**config.mk**
```make
export PLATFORM = sky130hd
export DESIGN_NAME = adc_mode_ctrl
export DESIGN_NICKNAME = d
export VERILOG_FILES = /design/src/rtl/adc_mode_pkg.sv /design/src/rtl/adc_mode_ctrl.sv /design/src/rtl/serial_link_rx.sv
export SDC_FILE = /design/constraint.sdc
export NUM_CORES = 1
export LEC_CHECK = 0
export BUFFER_PORTS_ARGS = -buffer_cell sky130_fd_sc_hd__buf_2
export CORE_ASPECT_RATIO = 0.9
export CORE_UTILIZATION = 43
export DETAILED_ROUTE_END_ITERATION = 10
export GPL_ROUTABILITY_DRIVEN = 0
export PLACE_DENSITY = 0.66
export SETUP_SLACK_MARGIN = 0.02
export SLEW_MARGIN = 25
export SYNTH_ARGS = -nofsm -noshare
export SYNTH_HDL_FRONTEND = slang
export SYNTH_HIERARCHICAL = 1
export SYNTH_SLANG_ARGS = --single-unit
```
**constraint.sdc**
```tcl
create_clock -name clk_sys -period 2.8 [get_ports clk_sys]
set_clock_uncertainty 0.1 [all_clocks]
set_input_delay 0.84 -clock clk_sys [delete_from_list [all_inputs] [get_ports clk_sys]]
set_output_delay 0.84 -clock clk_sys [all_outputs]
set_load 0.05 [all_outputs]
```
**src/rtl/adc_mode_pkg.sv**
```systemverilog
package adc_mode_pkg;

	// ********************************
	// Register map
	// ********************************
	localparam logic [6:0] ADDR_SOFT_RESET = 7'h00;
	localparam logic [6:0] ADDR_POWER_DOWN = 7'h01;
	localparam logic [6:0] ADDR_TIMING = 7'h02;
	localparam logic [6:0] ADDR_DRIVER = 7'h03;

	localparam int SOFT_RESET_BIT = 7;
	localparam int PD_LSB = 0;
	localparam int TIM_STAB_BIT = 0;
	localparam int TIM_DELAY_LSB = 1;
	localparam int TIM_INVERT_BIT = 3;
	localparam int DRV_FORMAT_LSB = 0;
	localparam int DRV_DISABLE_BIT = 2;
	localparam int DRV_TERM_BIT = 3;
	localparam int DRV_CURRENT_LSB = 4;

	localparam logic [1:0] PD_RESET = 2'h0;
	localparam logic [3:0] TIMING_RESET = 4'h0;
	localparam logic [6:0] DRIVER_RESET = 7'h00;
	localparam logic [7:0] LFSR_SEED = 8'h01;

	// ********************************
	// Serial frame and timing
	// ********************************
	localparam int FRAME_BITS = 16;
	localparam int HEADER_BITS = 8;
	localparam int CLK_SYS_MHZ = 125;
	localparam int RESET_SLEEP_NS = 800;
	localparam int RESET_SLEEP_CYCLES =
		(RESET_SLEEP_NS * CLK_SYS_MHZ + 999) / 1000;

	// ********************************
	// Types
	// ********************************
	typedef enum logic [1:0] {
		PD_NORMAL = 2'b00,
		PD_NAP_CH2 = 2'b01,
		PD_NAP_BOTH = 2'b10,
		PD_SLEEP = 2'b11
	} power_mode_t;

	typedef enum logic [1:0] {
		FMT_FULL_SE = 2'b00,
		FMT_DDR_DIFF = 2'b01,
		FMT_DDR_SE = 2'b10,
		FMT_UNUSED = 2'b11
	} out_format_t;

	typedef struct packed {
		logic ch1_nap;
		logic ch2_nap;
		logic sleep;
	} power_state_t;

	typedef struct packed {
		power_state_t power;
		logic fwd_clock_invert;
		logic [1:0] fwd_clock_delay_sel;
		logic duty_stabilizer_en;
		logic [2:0] diff_driver_current_sel;
		logic internal_termination_en;
		logic [7:0] drive_current;
		logic data_out_oe;
		out_format_t output_format_select;
	} mode_ctrl_t;

	// Driver current in units of 0.05 mA
	function automatic logic [7:0] current_lut(input logic [2:0] sel);
		case (sel)
			3'h0: current_lut = 8'h46;
			3'h1: current_lut = 8'h50;
			3'h2: current_lut = 8'h5A;
			3'h4: current_lut = 8'h3C;
			3'h5: current_lut = 8'h32;
			3'h6: current_lut = 8'h2A;
			3'h7: current_lut = 8'h23;
			default: current_lut = 8'h00;
		endcase
	endfunction

endpackage

```
**src/rtl/adc_mode_ctrl.sv**
```systemverilog
// Summary of operation
// - Reset bit write clears all mode registers
// - Software reset briefly forces full sleep
// - Reset bit self-clears when command ends
// - Reset register reads back random data
// - Power field selects normal, nap, sleep
// - Timing bit three inverts forwarded clock
// - Timing bits two-one delay forwarded clock
// - Timing bit zero enables duty stabilizer
// - Bits six-four select driver current
// - Termination bit enables termination, doubles current
// - Unused register bits are ignored
// - Frame: flag, seven-bit address, eight data
// - Read shifts register out, no update
// - Format 10 DDR single-ended, 11 unused
`timescale 1ns/100ps
module adc_mode_ctrl (
	// Clock and reset
	input wire logic clk_sys,
	input wire logic arst_n,
	input wire logic clk_en,
	// Serial configuration pins
	input wire logic cs_n,
	input wire logic sck,
	input wire logic sdi,
	output logic sdo_o,
	output logic sdo_oe,
	// Mode controls
	output adc_mode_pkg::mode_ctrl_t mode,
	output logic soft_reset_active
);
	import adc_mode_pkg::*;

	typedef enum logic [1:0] {
		ST_IDLE = 2'b00,
		ST_SLEEP = 2'b01
	} reset_state_t;

	// ********************************
	// Serial front end
	// ********************************
	logic [15:0] rx_bits;
	logic header_valid;
	logic word_valid;
	logic frame_end;
	logic [7:0] read_data;

	serial_link_rx i_serial_link_rx (
		.clk_sys(clk_sys),
		.arst_n(arst_n),
		.clk_en(clk_en),
		.cs_n(cs_n),
		.sck(sck),
		.sdi(sdi),
		.sdo_o(sdo_o),
		.sdo_oe(sdo_oe),
		.read_data(read_data),
		.rx_bits(rx_bits),
		.header_valid(header_valid),
		.word_valid(word_valid),
		.frame_end(frame_end)
	);

	// ********************************
	// Register file
	// ********************************
	logic [1:0] power_down_ctrl;
	logic [3:0] output_timing_ctrl;
	logic [6:0] output_driver_ctrl;
	logic [7:0] lfsr;
	reset_state_t state;
	reset_state_t next_state;
	logic [7:0] sleep_cnt;

	wire [6:0] wr_addr = rx_bits[14:8];
	wire [7:0] wr_data = rx_bits[7:0];
	wire [6:0] rd_addr = rx_bits[6:0];
	wire commit = word_valid & ~rx_bits[15];
	wire wr_reset = commit & (wr_addr == ADDR_SOFT_RESET)
		& wr_data[SOFT_RESET_BIT];
	wire wr_pd = commit & (wr_addr == ADDR_POWER_DOWN);
	wire wr_tim = commit & (wr_addr == ADDR_TIMING);
	wire wr_drv = commit & (wr_addr == ADDR_DRIVER);

	always_ff @(posedge clk_sys or negedge arst_n) begin
		if (!arst_n) begin
			power_down_ctrl <= PD_RESET;
			output_timing_ctrl <= TIMING_RESET;
			output_driver_ctrl <= DRIVER_RESET;
		end else if (clk_en) begin
			if (wr_reset) begin
				power_down_ctrl <= PD_RESET;
				output_timing_ctrl <= TIMING_RESET;
				output_driver_ctrl <= DRIVER_RESET;
			end else begin
				// Only whole committed words land here
				if (wr_pd) begin
					power_down_ctrl <= wr_data[PD_LSB +: 2];
				end
				if (wr_tim) begin
					output_timing_ctrl <= wr_data[3:0];
				end
				if (wr_drv) begin
					output_driver_ctrl <= wr_data[6:0];
				end
			end
		end
	end

	// Free-running scrambler for reset register reads
	always_ff @(posedge clk_sys or negedge arst_n) begin
		if (!arst_n) begin
			lfsr <= LFSR_SEED;
		end else if (clk_en) begin
			lfsr <= {lfsr[6:0], lfsr[7] ^ lfsr[5] ^ lfsr[4] ^ lfsr[3]};
		end
	end

	// ********************************
	// Read-back selection
	// ********************************
	wire [7:0] rd_pd = {6'h00, power_down_ctrl};
	wire [7:0] rd_tim = {4'h0, output_timing_ctrl};
	wire [7:0] rd_drv = {1'b0, output_driver_ctrl};
	assign read_data =
		(rd_addr == ADDR_SOFT_RESET) ? lfsr :
		(rd_addr == ADDR_POWER_DOWN) ? rd_pd :
		(rd_addr == ADDR_TIMING) ? rd_tim :
		(rd_addr == ADDR_DRIVER) ? rd_drv : 8'h00;

	// ********************************
	// Software reset sequence
	// ********************************
	always_comb begin
		next_state = state;
		case (state)
			ST_IDLE: begin
				if (wr_reset) begin
					next_state = ST_SLEEP;
				end
			end
			ST_SLEEP: begin
				if (sleep_cnt == 8'h00) begin
					next_state = ST_IDLE;
				end
			end
			default: next_state = ST_IDLE;
		endcase
	end

	always_ff @(posedge clk_sys or negedge arst_n) begin
		if (!arst_n) begin
			state <= ST_IDLE;
			sleep_cnt <= 8'h00;
			soft_reset_active <= 1'b0;
		end else if (clk_en) begin
			state <= next_state;
			if (wr_reset) begin
				sleep_cnt <= 8'(RESET_SLEEP_CYCLES - 1);
			end else if (sleep_cnt != 8'h00) begin
				sleep_cnt <= sleep_cnt - 8'h01;
			end
			if (wr_reset) begin
				soft_reset_active <= 1'b1;
			end else if (frame_end) begin
				soft_reset_active <= 1'b0;
			end
		end
	end

	// ********************************
	// Mode decode
	// ********************************
	wire force_sleep = (state == ST_SLEEP) | wr_reset;
	wire [1:0] pd_sel = power_down_ctrl;
	wire [2:0] cur_sel = output_driver_ctrl[DRV_CURRENT_LSB +: 3];
	wire term_on = output_driver_ctrl[DRV_TERM_BIT];
	wire [7:0] base_cur = current_lut(cur_sel);
	mode_ctrl_t next_mode;

	always_comb begin
		next_mode.power.sleep = force_sleep | (pd_sel == PD_SLEEP);
		next_mode.power.ch1_nap = ~next_mode.power.sleep
			& (pd_sel == PD_NAP_BOTH);
		next_mode.power.ch2_nap = ~next_mode.power.sleep
			& ((pd_sel == PD_NAP_CH2) | (pd_sel == PD_NAP_BOTH));
		next_mode.fwd_clock_invert =
			output_timing_ctrl[TIM_INVERT_BIT];
		next_mode.fwd_clock_delay_sel =
			output_timing_ctrl[TIM_DELAY_LSB +: 2];
		next_mode.duty_stabilizer_en =
			output_timing_ctrl[TIM_STAB_BIT];
		next_mode.diff_driver_current_sel = cur_sel;
		next_mode.internal_termination_en = term_on;
		next_mode.drive_current = term_on ?
			{base_cur[6:0], 1'b0} : base_cur;
		next_mode.data_out_oe =
			~output_driver_ctrl[DRV_DISABLE_BIT];
		next_mode.output_format_select = out_format_t'(
			output_driver_ctrl[DRV_FORMAT_LSB +: 2]);
	end

	always_ff @(posedge clk_sys or negedge arst_n) begin
		if (!arst_n) begin
			mode <= '0;
		end else if (clk_en) begin
			mode <= next_mode;
		end
	end

	// ********************************
	// Checks
	// ********************************
	property p_reset_clears;
		@(posedge clk_sys) disable iff (!arst_n)
		(clk_en && wr_reset) |=> (power_down_ctrl == 2'h0)
			&& (output_timing_ctrl == 4'h0)
			&& (output_driver_ctrl == 7'h00);
	endproperty
	a_reset_clears: assert property (p_reset_clears)
		else $error("software reset left a register set");

	property p_reset_sleep;
		@(posedge clk_sys) disable iff (!arst_n)
		(clk_en && wr_reset) |=> mode.power.sleep
			&& state == ST_SLEEP;
	endproperty
	a_reset_sleep: assert property (p_reset_sleep)
		else $error("software reset did not force sleep");

	property p_self_clear;
		@(posedge clk_sys) disable iff (!arst_n)
		(clk_en && frame_end && !wr_reset) |=> !soft_reset_active;
	endproperty
	a_self_clear: assert property (p_self_clear)
		else $error("reset bit stayed set after command end");

	property p_read_no_write;
		@(posedge clk_sys) disable iff (!arst_n)
		(clk_en && word_valid && rx_bits[15]) |=>
			$stable(power_down_ctrl) && $stable(output_timing_ctrl)
			&& $stable(output_driver_ctrl);
	endproperty
	a_read_no_write: assert property (p_read_no_write)
		else $error("read command changed a register");

	property p_no_partial;
		@(posedge clk_sys) disable iff (!arst_n)
		!word_valid |=> $stable(output_driver_ctrl)
			&& $stable(output_timing_ctrl);
	endproperty
	a_no_partial: assert property (p_no_partial)
		else $error("register changed without a whole word");

	property p_pd_sleep;
		@(posedge clk_sys) disable iff (!arst_n)
		(clk_en && power_down_ctrl == 2'b11) |=>
			mode.power.sleep && !mode.power.ch2_nap;
	endproperty
	a_pd_sleep: assert property (p_pd_sleep)
		else $error("power code 11 did not give sleep");

	property p_term_double;
		@(posedge clk_sys) disable iff (!arst_n)
		(clk_en && term_on && !wr_reset) |=>
			mode.drive_current == 8'($past(base_cur) * 2);
	endproperty
	a_term_double: assert property (p_term_double)
		else $error("termination did not double current");

	property p_out_disable;
		@(posedge clk_sys) disable iff (!arst_n)
		(clk_en && wr_drv && wr_data[DRV_DISABLE_BIT]) |=>
			##1 !mode.data_out_oe;
	endproperty
	a_out_disable: assert property (p_out_disable)
		else $error("outputs still enabled after disable");

	property p_invert;
		@(posedge clk_sys) disable iff (!arst_n)
		clk_en |=> mode.fwd_clock_invert
			== $past(output_timing_ctrl[TIM_INVERT_BIT]);
	endproperty
	a_invert: assert property (p_invert)
		else $error("clock invert does not follow timing bit");

endmodule

```
**src/rtl/serial_link_rx.sv**
```systemverilog
`timescale 1ns/100ps
module serial_link_rx (
	// Clock and reset
	input wire logic clk_sys,
	input wire logic arst_n,
	input wire logic clk_en,
	// Serial pins
	input wire logic cs_n,
	input wire logic sck,
	input wire logic sdi,
	output logic sdo_o,
	output logic sdo_oe,
	// Frame side
	input wire logic [7:0] read_data,
	output logic [15:0] rx_bits,
	output logic header_valid,
	output logic word_valid,
	output logic frame_end
);
	import adc_mode_pkg::*;

	// ********************************
	// Pin synchronisers and edges
	// ********************************
	logic [1:0] cs_sync;
	logic [1:0] sck_sync;
	logic [1:0] sdi_sync;
	logic sck_prev;
	logic cs_prev;
	logic [4:0] bit_cnt;
	logic [7:0] rd_shift;
	logic rd_active;
	logic sdo_bit;
	logic sdo_en;

	wire cs_low = ~cs_sync[1];
	wire sck_rise = sck_sync[1] & ~sck_prev;
	wire sck_fall = ~sck_sync[1] & sck_prev;
	wire take_bit = cs_low & sck_rise & (bit_cnt < 5'(FRAME_BITS));
	wire at_header = take_bit & (bit_cnt == 5'(HEADER_BITS - 1));
	wire at_last = take_bit & (bit_cnt == 5'(FRAME_BITS - 1));

	always_ff @(posedge clk_sys or negedge arst_n) begin
		if (!arst_n) begin
			cs_sync <= 2'h3;
			sck_sync <= 2'h0;
			sdi_sync <= 2'h0;
			sck_prev <= 1'b0;
			cs_prev <= 1'b1;
		end else if (clk_en) begin
			cs_sync <= {cs_sync[0], cs_n};
			sck_sync <= {sck_sync[0], sck};
			sdi_sync <= {sdi_sync[0], sdi};
			sck_prev <= sck_sync[1];
			cs_prev <= cs_sync[1];
		end
	end

	// ********************************
	// Frame shifter
	// ********************************
	always_ff @(posedge clk_sys or negedge arst_n) begin
		if (!arst_n) begin
			bit_cnt <= 5'h00;
			rx_bits <= 16'h0000;
			header_valid <= 1'b0;
			word_valid <= 1'b0;
			frame_end <= 1'b0;
		end else if (clk_en) begin
			header_valid <= at_header;
			word_valid <= at_last;
			frame_end <= cs_sync[1] & ~cs_prev;
			if (!cs_low) begin
				bit_cnt <= 5'h00;
			end else if (take_bit) begin
				rx_bits <= {rx_bits[14:0], sdi_sync[1]};
				bit_cnt <= bit_cnt + 5'h01;
			end
		end
	end

	// ********************************
	// Read-back driver
	// ********************************
	always_ff @(posedge clk_sys or negedge arst_n) begin
		if (!arst_n) begin
			rd_shift <= 8'h00;
			rd_active <= 1'b0;
			sdo_bit <= 1'b1;
			sdo_en <= 1'b0;
		end else if (clk_en) begin
			if (!cs_low) begin
				rd_active <= 1'b0;
				sdo_en <= 1'b0;
			end else if (header_valid && rx_bits[7]) begin
				rd_shift <= read_data;
				rd_active <= 1'b1;
			end else if (sck_fall && rd_active) begin
				sdo_en <= (bit_cnt < 5'(FRAME_BITS));
				sdo_bit <= rd_shift[7];
				rd_shift <= {rd_shift[6:0], 1'b0};
			end
		end
	end

	// Open drain: only ever pulls low
	assign sdo_o = 1'b0;
	assign sdo_oe = sdo_en & ~sdo_bit;

	property p_frame_len;
		@(posedge clk_sys) disable iff (!arst_n)
		bit_cnt <= 5'(FRAME_BITS);
	endproperty
	a_frame_len: assert property (p_frame_len)
		else $error("bit counter ran past the frame");

	property p_sdo_release;
		@(posedge clk_sys) disable iff (!arst_n)
		(clk_en && !cs_low) |=> !sdo_oe;
	endproperty
	a_sdo_release: assert property (p_sdo_release)
		else $error("data-out held low outside a frame");

endmodule

```
== Word level (Yosys, flattened, before mapping) ==
Index checks and enable logic that the tools add are counted.

* Register bits after elaboration: 97
* Latch bits: 0
* Memory bits (writable): 0
* Bits in read-only memories: 0
* Output and inout port bits: 25
* Word-level logic and storage cells: 144
* Memories kept: 0

* Add/subtract/negate cells: 2
* Multiply operators: 0
* Div/mod/pow operators: 0
* Order comparisons: 1
* Eq/ne operators: 21
* Shifts and indexed selects: 0
* Muxes and demuxes: 28
* Bitwise gates (word level): 31
* Reductions and logical operators: 29

{| class="wikitable"
|+ Operator list
! cell !! count
|-
| one-hot mux 7 bit (7 select lines) || 1
|-
| two-way mux 8 bit || 6
|-
| two-way mux 7 bit || 5
|-
| equality test 7 x 2 -> 1 bit, second input constant || 4
|-
| nonzero test 2 bit || 9
|-
| AND 1 bit || 16
|-
| equality test 7 x 1 -> 1 bit, second input constant || 2
|-
| zero test 7 bit || 2
|-
| AND reduction 2 bit || 7
|-
| equality test 3 bit, second input constant || 4
|-
| AND reduction 3 bit || 4
|-
| two-way mux 5 bit || 2
|-
| NOT 1 bit || 9
|-
| zero test 8 bit || 1
|-
| two-way mux 2 bit || 4
|-
| two-way mux 4 bit || 2
|-
| nonzero test 8 bit || 1
|-
| subtractor 8 x 1 -> 8 bit, second input constant || 1
|-
| two-way mux 1 bit || 7
|-
| adder 5 x 1 -> 5 bit, second input constant || 1
|-
| equality test 5 x 3 -> 1 bit, second input constant || 1
|-
| equality test 5 x 4 -> 1 bit, second input constant || 1
|-
| less-than comparator 5 bit, second input constant || 1
|-
| equality test 2 x 1 -> 1 bit, second input constant || 2
|-
| other kinds (12) || 19
|}

== Logic depth before layout (Yosys ltp) ==
* Word-level depth: 8
* Gate-level depth with buffers: 6
* Gate-level depth less buffers: 6

== Modules after synthesis ==
Netlist, hierarchy kept.

{| class="wikitable"
|+ Modules (own cells, without submodules)
! module !! instances !! cells each !! area an instance (µm²) !! seq. area each (µm²)
|-
| adc_mode_ctrl || 1 || 256 || 2638.8 || 1327.5
|-
| serial_link_rx || 1 || 133 || 1890.6 || 1081.0
|}

== Worst setup path before layout ==
OpenSTA, ideal clock, no wires.

* Path type: input -> register
* Start point: input port clk_en
* End point: register sleep_cnt[6]
* Setup time: 0.073 ns
* Arrival: 1.856 ns
* Required time: 2.627 ns
* Setup slack: 0.771 ns
* Stages on the path: 4
* Cells stage by stage: nand2_1 > or4_1 > or4_1 > nand3_1

* Longest elaborated chain between the ends: 1

{| class="wikitable"
|+ Ends and longest elaborated chain
! item !! line !! source
|-
| start, declared || adc_mode_ctrl.sv:21 || <nowiki>input wire logic clk_en,</nowiki>
|-
| AND reduction 2 bit (no line) || -- ||
|-
| end signal, assigned || adc_mode_ctrl.sv:159 || <nowiki>sleep_cnt <= 8'(RESET_SLEEP_CYCLES - 1);</nowiki>
|-
| end signal, assigned || adc_mode_ctrl.sv:161 || <nowiki>sleep_cnt <= sleep_cnt - 8'h01;</nowiki>
|-
| end, declared || adc_mode_ctrl.sv:73 || <nowiki>logic [7:0] sleep_cnt;</nowiki>
|}

Every way passes these cells.
A chain may end at the register's enable or synchronous reset.

== Final worst setup path ==
* Start point: register i_serial_link_rx.rx_bits[0]
* End point: register i_serial_link_rx.rd_shift[1]

* Longest elaborated chain between the ends: 6
* Elaborated cells on any way between the ends: 9
* Those cells by class: eq/ne: 3; mux: 5; reduce/logical: 1

{| class="wikitable"
|+ Ends and longest elaborated chain
! item !! line !! source
|-
| start, declared || serial_link_rx.sv:15 || <nowiki>output logic [15:0] rx_bits,</nowiki>
|-
| start signal, assigned || serial_link_rx.sv:76 || <nowiki>rx_bits <= {rx_bits[14:0], sdi_sync[1]};</nowiki>
|-
| equality test 7 x 2 -> 1 bit || adc_mode_ctrl.sv:129 || <nowiki>(rd_addr == ADDR_DRIVER) ? rd_drv : 8'h00;</nowiki>
|-
| two-way mux 7 bit || adc_mode_ctrl.sv:129 ||
|-
| two-way mux 7 bit || adc_mode_ctrl.sv:128 || <nowiki>(rd_addr == ADDR_TIMING) ? rd_tim :</nowiki>
|-
| two-way mux 7 bit || adc_mode_ctrl.sv:127 || <nowiki>(rd_addr == ADDR_POWER_DOWN) ? rd_pd :</nowiki>
|-
| two-way mux 8 bit (*) || adc_mode_ctrl.sv:126 || <nowiki>(rd_addr == ADDR_SOFT_RESET) ? lfsr :</nowiki>
|-
| via read_data[1] || adc_mode_ctrl.sv:46 || <nowiki>logic [7:0] read_data;</nowiki>
|-
| two-way mux 8 bit (*) || serial_link_rx.sv:95 || <nowiki>end else if (header_valid && rx_bits[7]) begin</nowiki>
|-
| end signal, assigned || serial_link_rx.sv:96 || <nowiki>rd_shift <= read_data;</nowiki>
|-
| end signal, assigned || serial_link_rx.sv:101 || <nowiki>rd_shift <= {rd_shift[6:0], 1'b0};</nowiki>
|-
| end, declared || serial_link_rx.sv:31 || <nowiki>logic [7:0] rd_shift;</nowiki>
|}

Mark *: on every way through the listed nets, which the timed path passes. The rest lies on a longest branch.

==> flow_summary.json <==
{
  "outcome": "complete, no violations",
  "setup_tns_ps": 0,
  "placed_cell_area_um2": 4803,
  "synth_top_area_share_pct": 50.28,
  "hp-class": "in -> async",
  "hold_violations": 0,
  "yosys_register_bits": 96,
  "cap_violations": 0,
  "slew-limit-headroom_pct": 64.51,
  "io_pins": 31,
  "grt_pass1_vias": 2845,
  "fmax_mhz": 474.3,
  "design.core.area_um2": 10250,
  "seq_area_frac_synth_pct": 53.18,
  "cts_tree": "yes",
  "grt_setup_unrepaired": "false",
  "final_common_cell": "dfrtp_1",
  "start_util_pct": 44.20,
  "synthToLayoutAreaGrowth_pct": 12.35,
  "grt_usage_pct": 16.66,
  "yosysWarnings": 6,
  "dieArea_um2": 10950,
  "post_cts_resized": 0,
  "cts_num_sinks": 96,
  "die_w_um": 110.2,
  "grt-ovfl-total": 0,
  "final_cell_area_um2": 5089,
  "drtIter0Drc": 138,
  "r2r_setup_slack_ps": 690,
  "reg2reg_depth": 5,
  "layout.nets": 429,
  "path_clk_slew_ps": 60,
  "drc": 0,
  "async_flop_share_pct": 100.0,
  "htree_levels": 3,
  "synth_edf_count": 0,
  "drive_gt1_share_pct": 29.62,
  "synth-main-ff-cell": "dfrtp_1",
  "tightest_slew_ps": 532.3,
  "first_pass_iters": 4,
  "synth.distinct_cells": 56,
  "crit_path_max_incr_delay_ps": 680,
  "critPathKind": "reg -> reg",
  "synth.avg_cell_area_um2": 11.64,
  "ys_top_cells_by_area": "dfrtp_1 (50%), mux2_2 (15%), dfstp_2 (2.9%)",
  "grt_max_degree": 50,
  "cts_max_path_buffers": 2,
  "vias": 2959,
  "synth_top_cell_by_area": "dfrtp_1",
  "antenna_left": 0,
  "slowest_stage": "dfrtp_1",
  "fillCellCount": 936,
  "synth_cells": 389,
  "path_delay_family": "multiplexers",
  "diodes": 0,
  "rows": 35,
  "crit_arrival_ps": 2230,
  "cp-start-kind": "flip-flop",
  "power.density_nw_per_um2": 714.9,
  "syn-num-nets": 401,
  "cts_root_buffer": "clkbuf_16",
  "ir_drop_mv": 0.3649,
  "worstSetupEndpointType": "flip-flop",
  "timing.final.crit_share_pct": 75.30,
  "cts_hold_buf": 0,
  "viasPerCell": 5.370,
  "grt_pass1_wl_mm": 14.09,
  "cts_made_buffers": 9,
  "die_h_um": 99.37,
  "r2r-start": "i_serial_link_rx/rx_bits[0]$_DFFE_PN0P_",
  "antenna_found_initial": 0,
  "clk_latency_ps": 340,
  "dpl.hpwl_mm": 5.685,
  "fin_util_pct": 49.66,
  "worstPathMaxFanout": 13,
  "final_cell_mix": "dfrtp_1 (91), mux2_2 (59), buf_2 (28)",
  "crit_cells": 5,
  "fin_crit_ps": 2108,
  "worst-path-buf-inv": 0,
  "netlist_area_um2": 4529,
  "maxSlewViolCount": 0,
  "cts_setup_buffers": 0,
  "setup_viol": 0,
  "reg2reg_to": "i_serial_link_rx/rd_shift[1]$_DFFE_PN0P_",
  "wl_per_cell_um": 15.02,
  "critical_path.cell_chain": "mux4_2 -> and3_1 -> nand3_1 -> o21ai_0 -> mux2_2",
  "p_leak_uw": 0.002336,
  "portBuffers": 29,
  "totalWireLength_mm": 8.277,
  "required_ps": 2920
}
metrics by stage:
| step | hold WS [ps] | total power (µW) | std cells | setup WS (ps) |
|---|---|---|---|---|
| after floorplan | 343.6 | 2301 | 389 | 771.2 |
| after global placement | 349.0 | 2469 | 535 | 464.1 |
| after detailed placement | 361.3 | 2500 | 535 | 436.2 |
| after CTS | 323.5 | 3674 | 551 | 693.5 |
| after global routing | 332.8 | 3843 | 551 | 576.6 |
| final | 315.0 | 3638 | 551 | 691.6 |
state kept, by name, summed over array words and instances (netlist names):
name / flops
i_serial_link_rx/bit_cnt: 5
i_serial_link_rx/cs_prev: 1
i_serial_link_rx/cs_sync: 2
i_serial_link_rx/frame_end: 1
i_serial_link_rx/header_valid: 1
i_serial_link_rx/rd_active: 1
i_serial_link_rx/rd_shift: 8
i_serial_link_rx/rx_bits: 16
i_serial_link_rx/sck_prev: 1
i_serial_link_rx/sck_sync: 2
i_serial_link_rx/sdi_sync: 2
i_serial_link_rx/sdo_bit: 1
i_serial_link_rx/sdo_en: 1
i_serial_link_rx/word_valid: 1
lfsr: 8
mode: 22
output_driver_ctrl: 7
output_timing_ctrl: 4
pd_sel: 2
sleep_cnt: 8
soft_reset_active: 1
state: 1
how the worst max path moves through the flow:
stage / slack (ps) / endpoint / start
2_1_floorplan: 770 / sleep_cnt[6]$_DFFE_PN0P_ / clk_en
3_3_place_gp: 460 / sleep_cnt[6]$_DFFE_PN0P_ / clk_en
3_5_place_dp: 440 / sleep_cnt[6]$_DFFE_PN0P_ / clk_en
4_1_cts: 690 / i_serial_link_rx/rd_shift[1]$_DFFE_PN0P_ / i_serial_link_rx/rx_bits[0]$_DFFE_PN0P_
5_1_grt: 580 / i_serial_link_rx/rd_shift[1]$_DFFE_PN0P_ / i_serial_link_rx/rx_bits[0]$_DFFE_PN0P_
6_report: 690 / i_serial_link_rx/rd_shift[1]$_DFFE_PN0P_ / i_serial_link_rx/rx_bits[0]$_DFFE_PN0P_
per-layer routing:
| metal | wire length (µm) | global-route usage, % |
|---|---|---|
| met4 | 99 | 5.466 |
| met1 | 4088 | 23.83 |
| met5 | 0 | 0 |
| met3 | 344 | 4.194 |
| met2 | 3744 | 24.71 |
cells by family (layout without fill, tap and decap cells):
group	Yosys count	after routing	share of synthesized area [%]
adder cells (fa/ha/maj)	6	6	1.657
flip-flops	96	96	53.18
AND/OR/NAND/NOR	101	101	12.82
multiplexers	64	64	16.33
AO/OA/AOI/OAI	77	77	11.16
buffers and inverters	38	71	3.619
XOR/XNOR	6	6	1.160
other	1	1	0.08279
power by group:
group          total (µW)  internal (µW)  switching, µW  leakage [µW]
Sequential           1830           1580            254       0.00124
Combinational         641            326            314      0.000959
Clock                1160            651            512      0.000135
Total                3640           2560           1080       0.00234
synth_stat cells, drive strengths merged, types with 2 or more instances:
cell type	n
dfrtp	91
mux2	59
a21oi	24
nand2	24
nor2	24
inv	21
o21ai	14
clkbuf	11
o22ai	9
nand3	8
a22o	7
nor2b	7
and3	6
buf	6
ha	6
xnor2	6
dfstp	5
nor3	5
or3	5
a211oi	4
nand2b	4
and2	3
mux2i	3
nand4	3
o211ai	3
a22oi	2
a32o	2
mux4	2
nor3b	2
nor4	2
o2bb2ai	2
o311ai	2
or4	2
layout make-up:
type | count | area (µm²) | area share, %
Sequential cell | 96 | 2409 | 47.33
Multi-Input combinational cell | 255 | 1957 | 38.46
Tap cell | 129 | 161.4 | 3.172
Clock inverter | 4 | 28.78 | 0.5655
Timing Repair Buffer | 34 | 197.7 | 3.885
Inverter | 21 | 78.83 | 1.549
Clock buffer | 12 | 256.5 | 5.041
No activity file was read; power rests on OpenSTA's default activity.
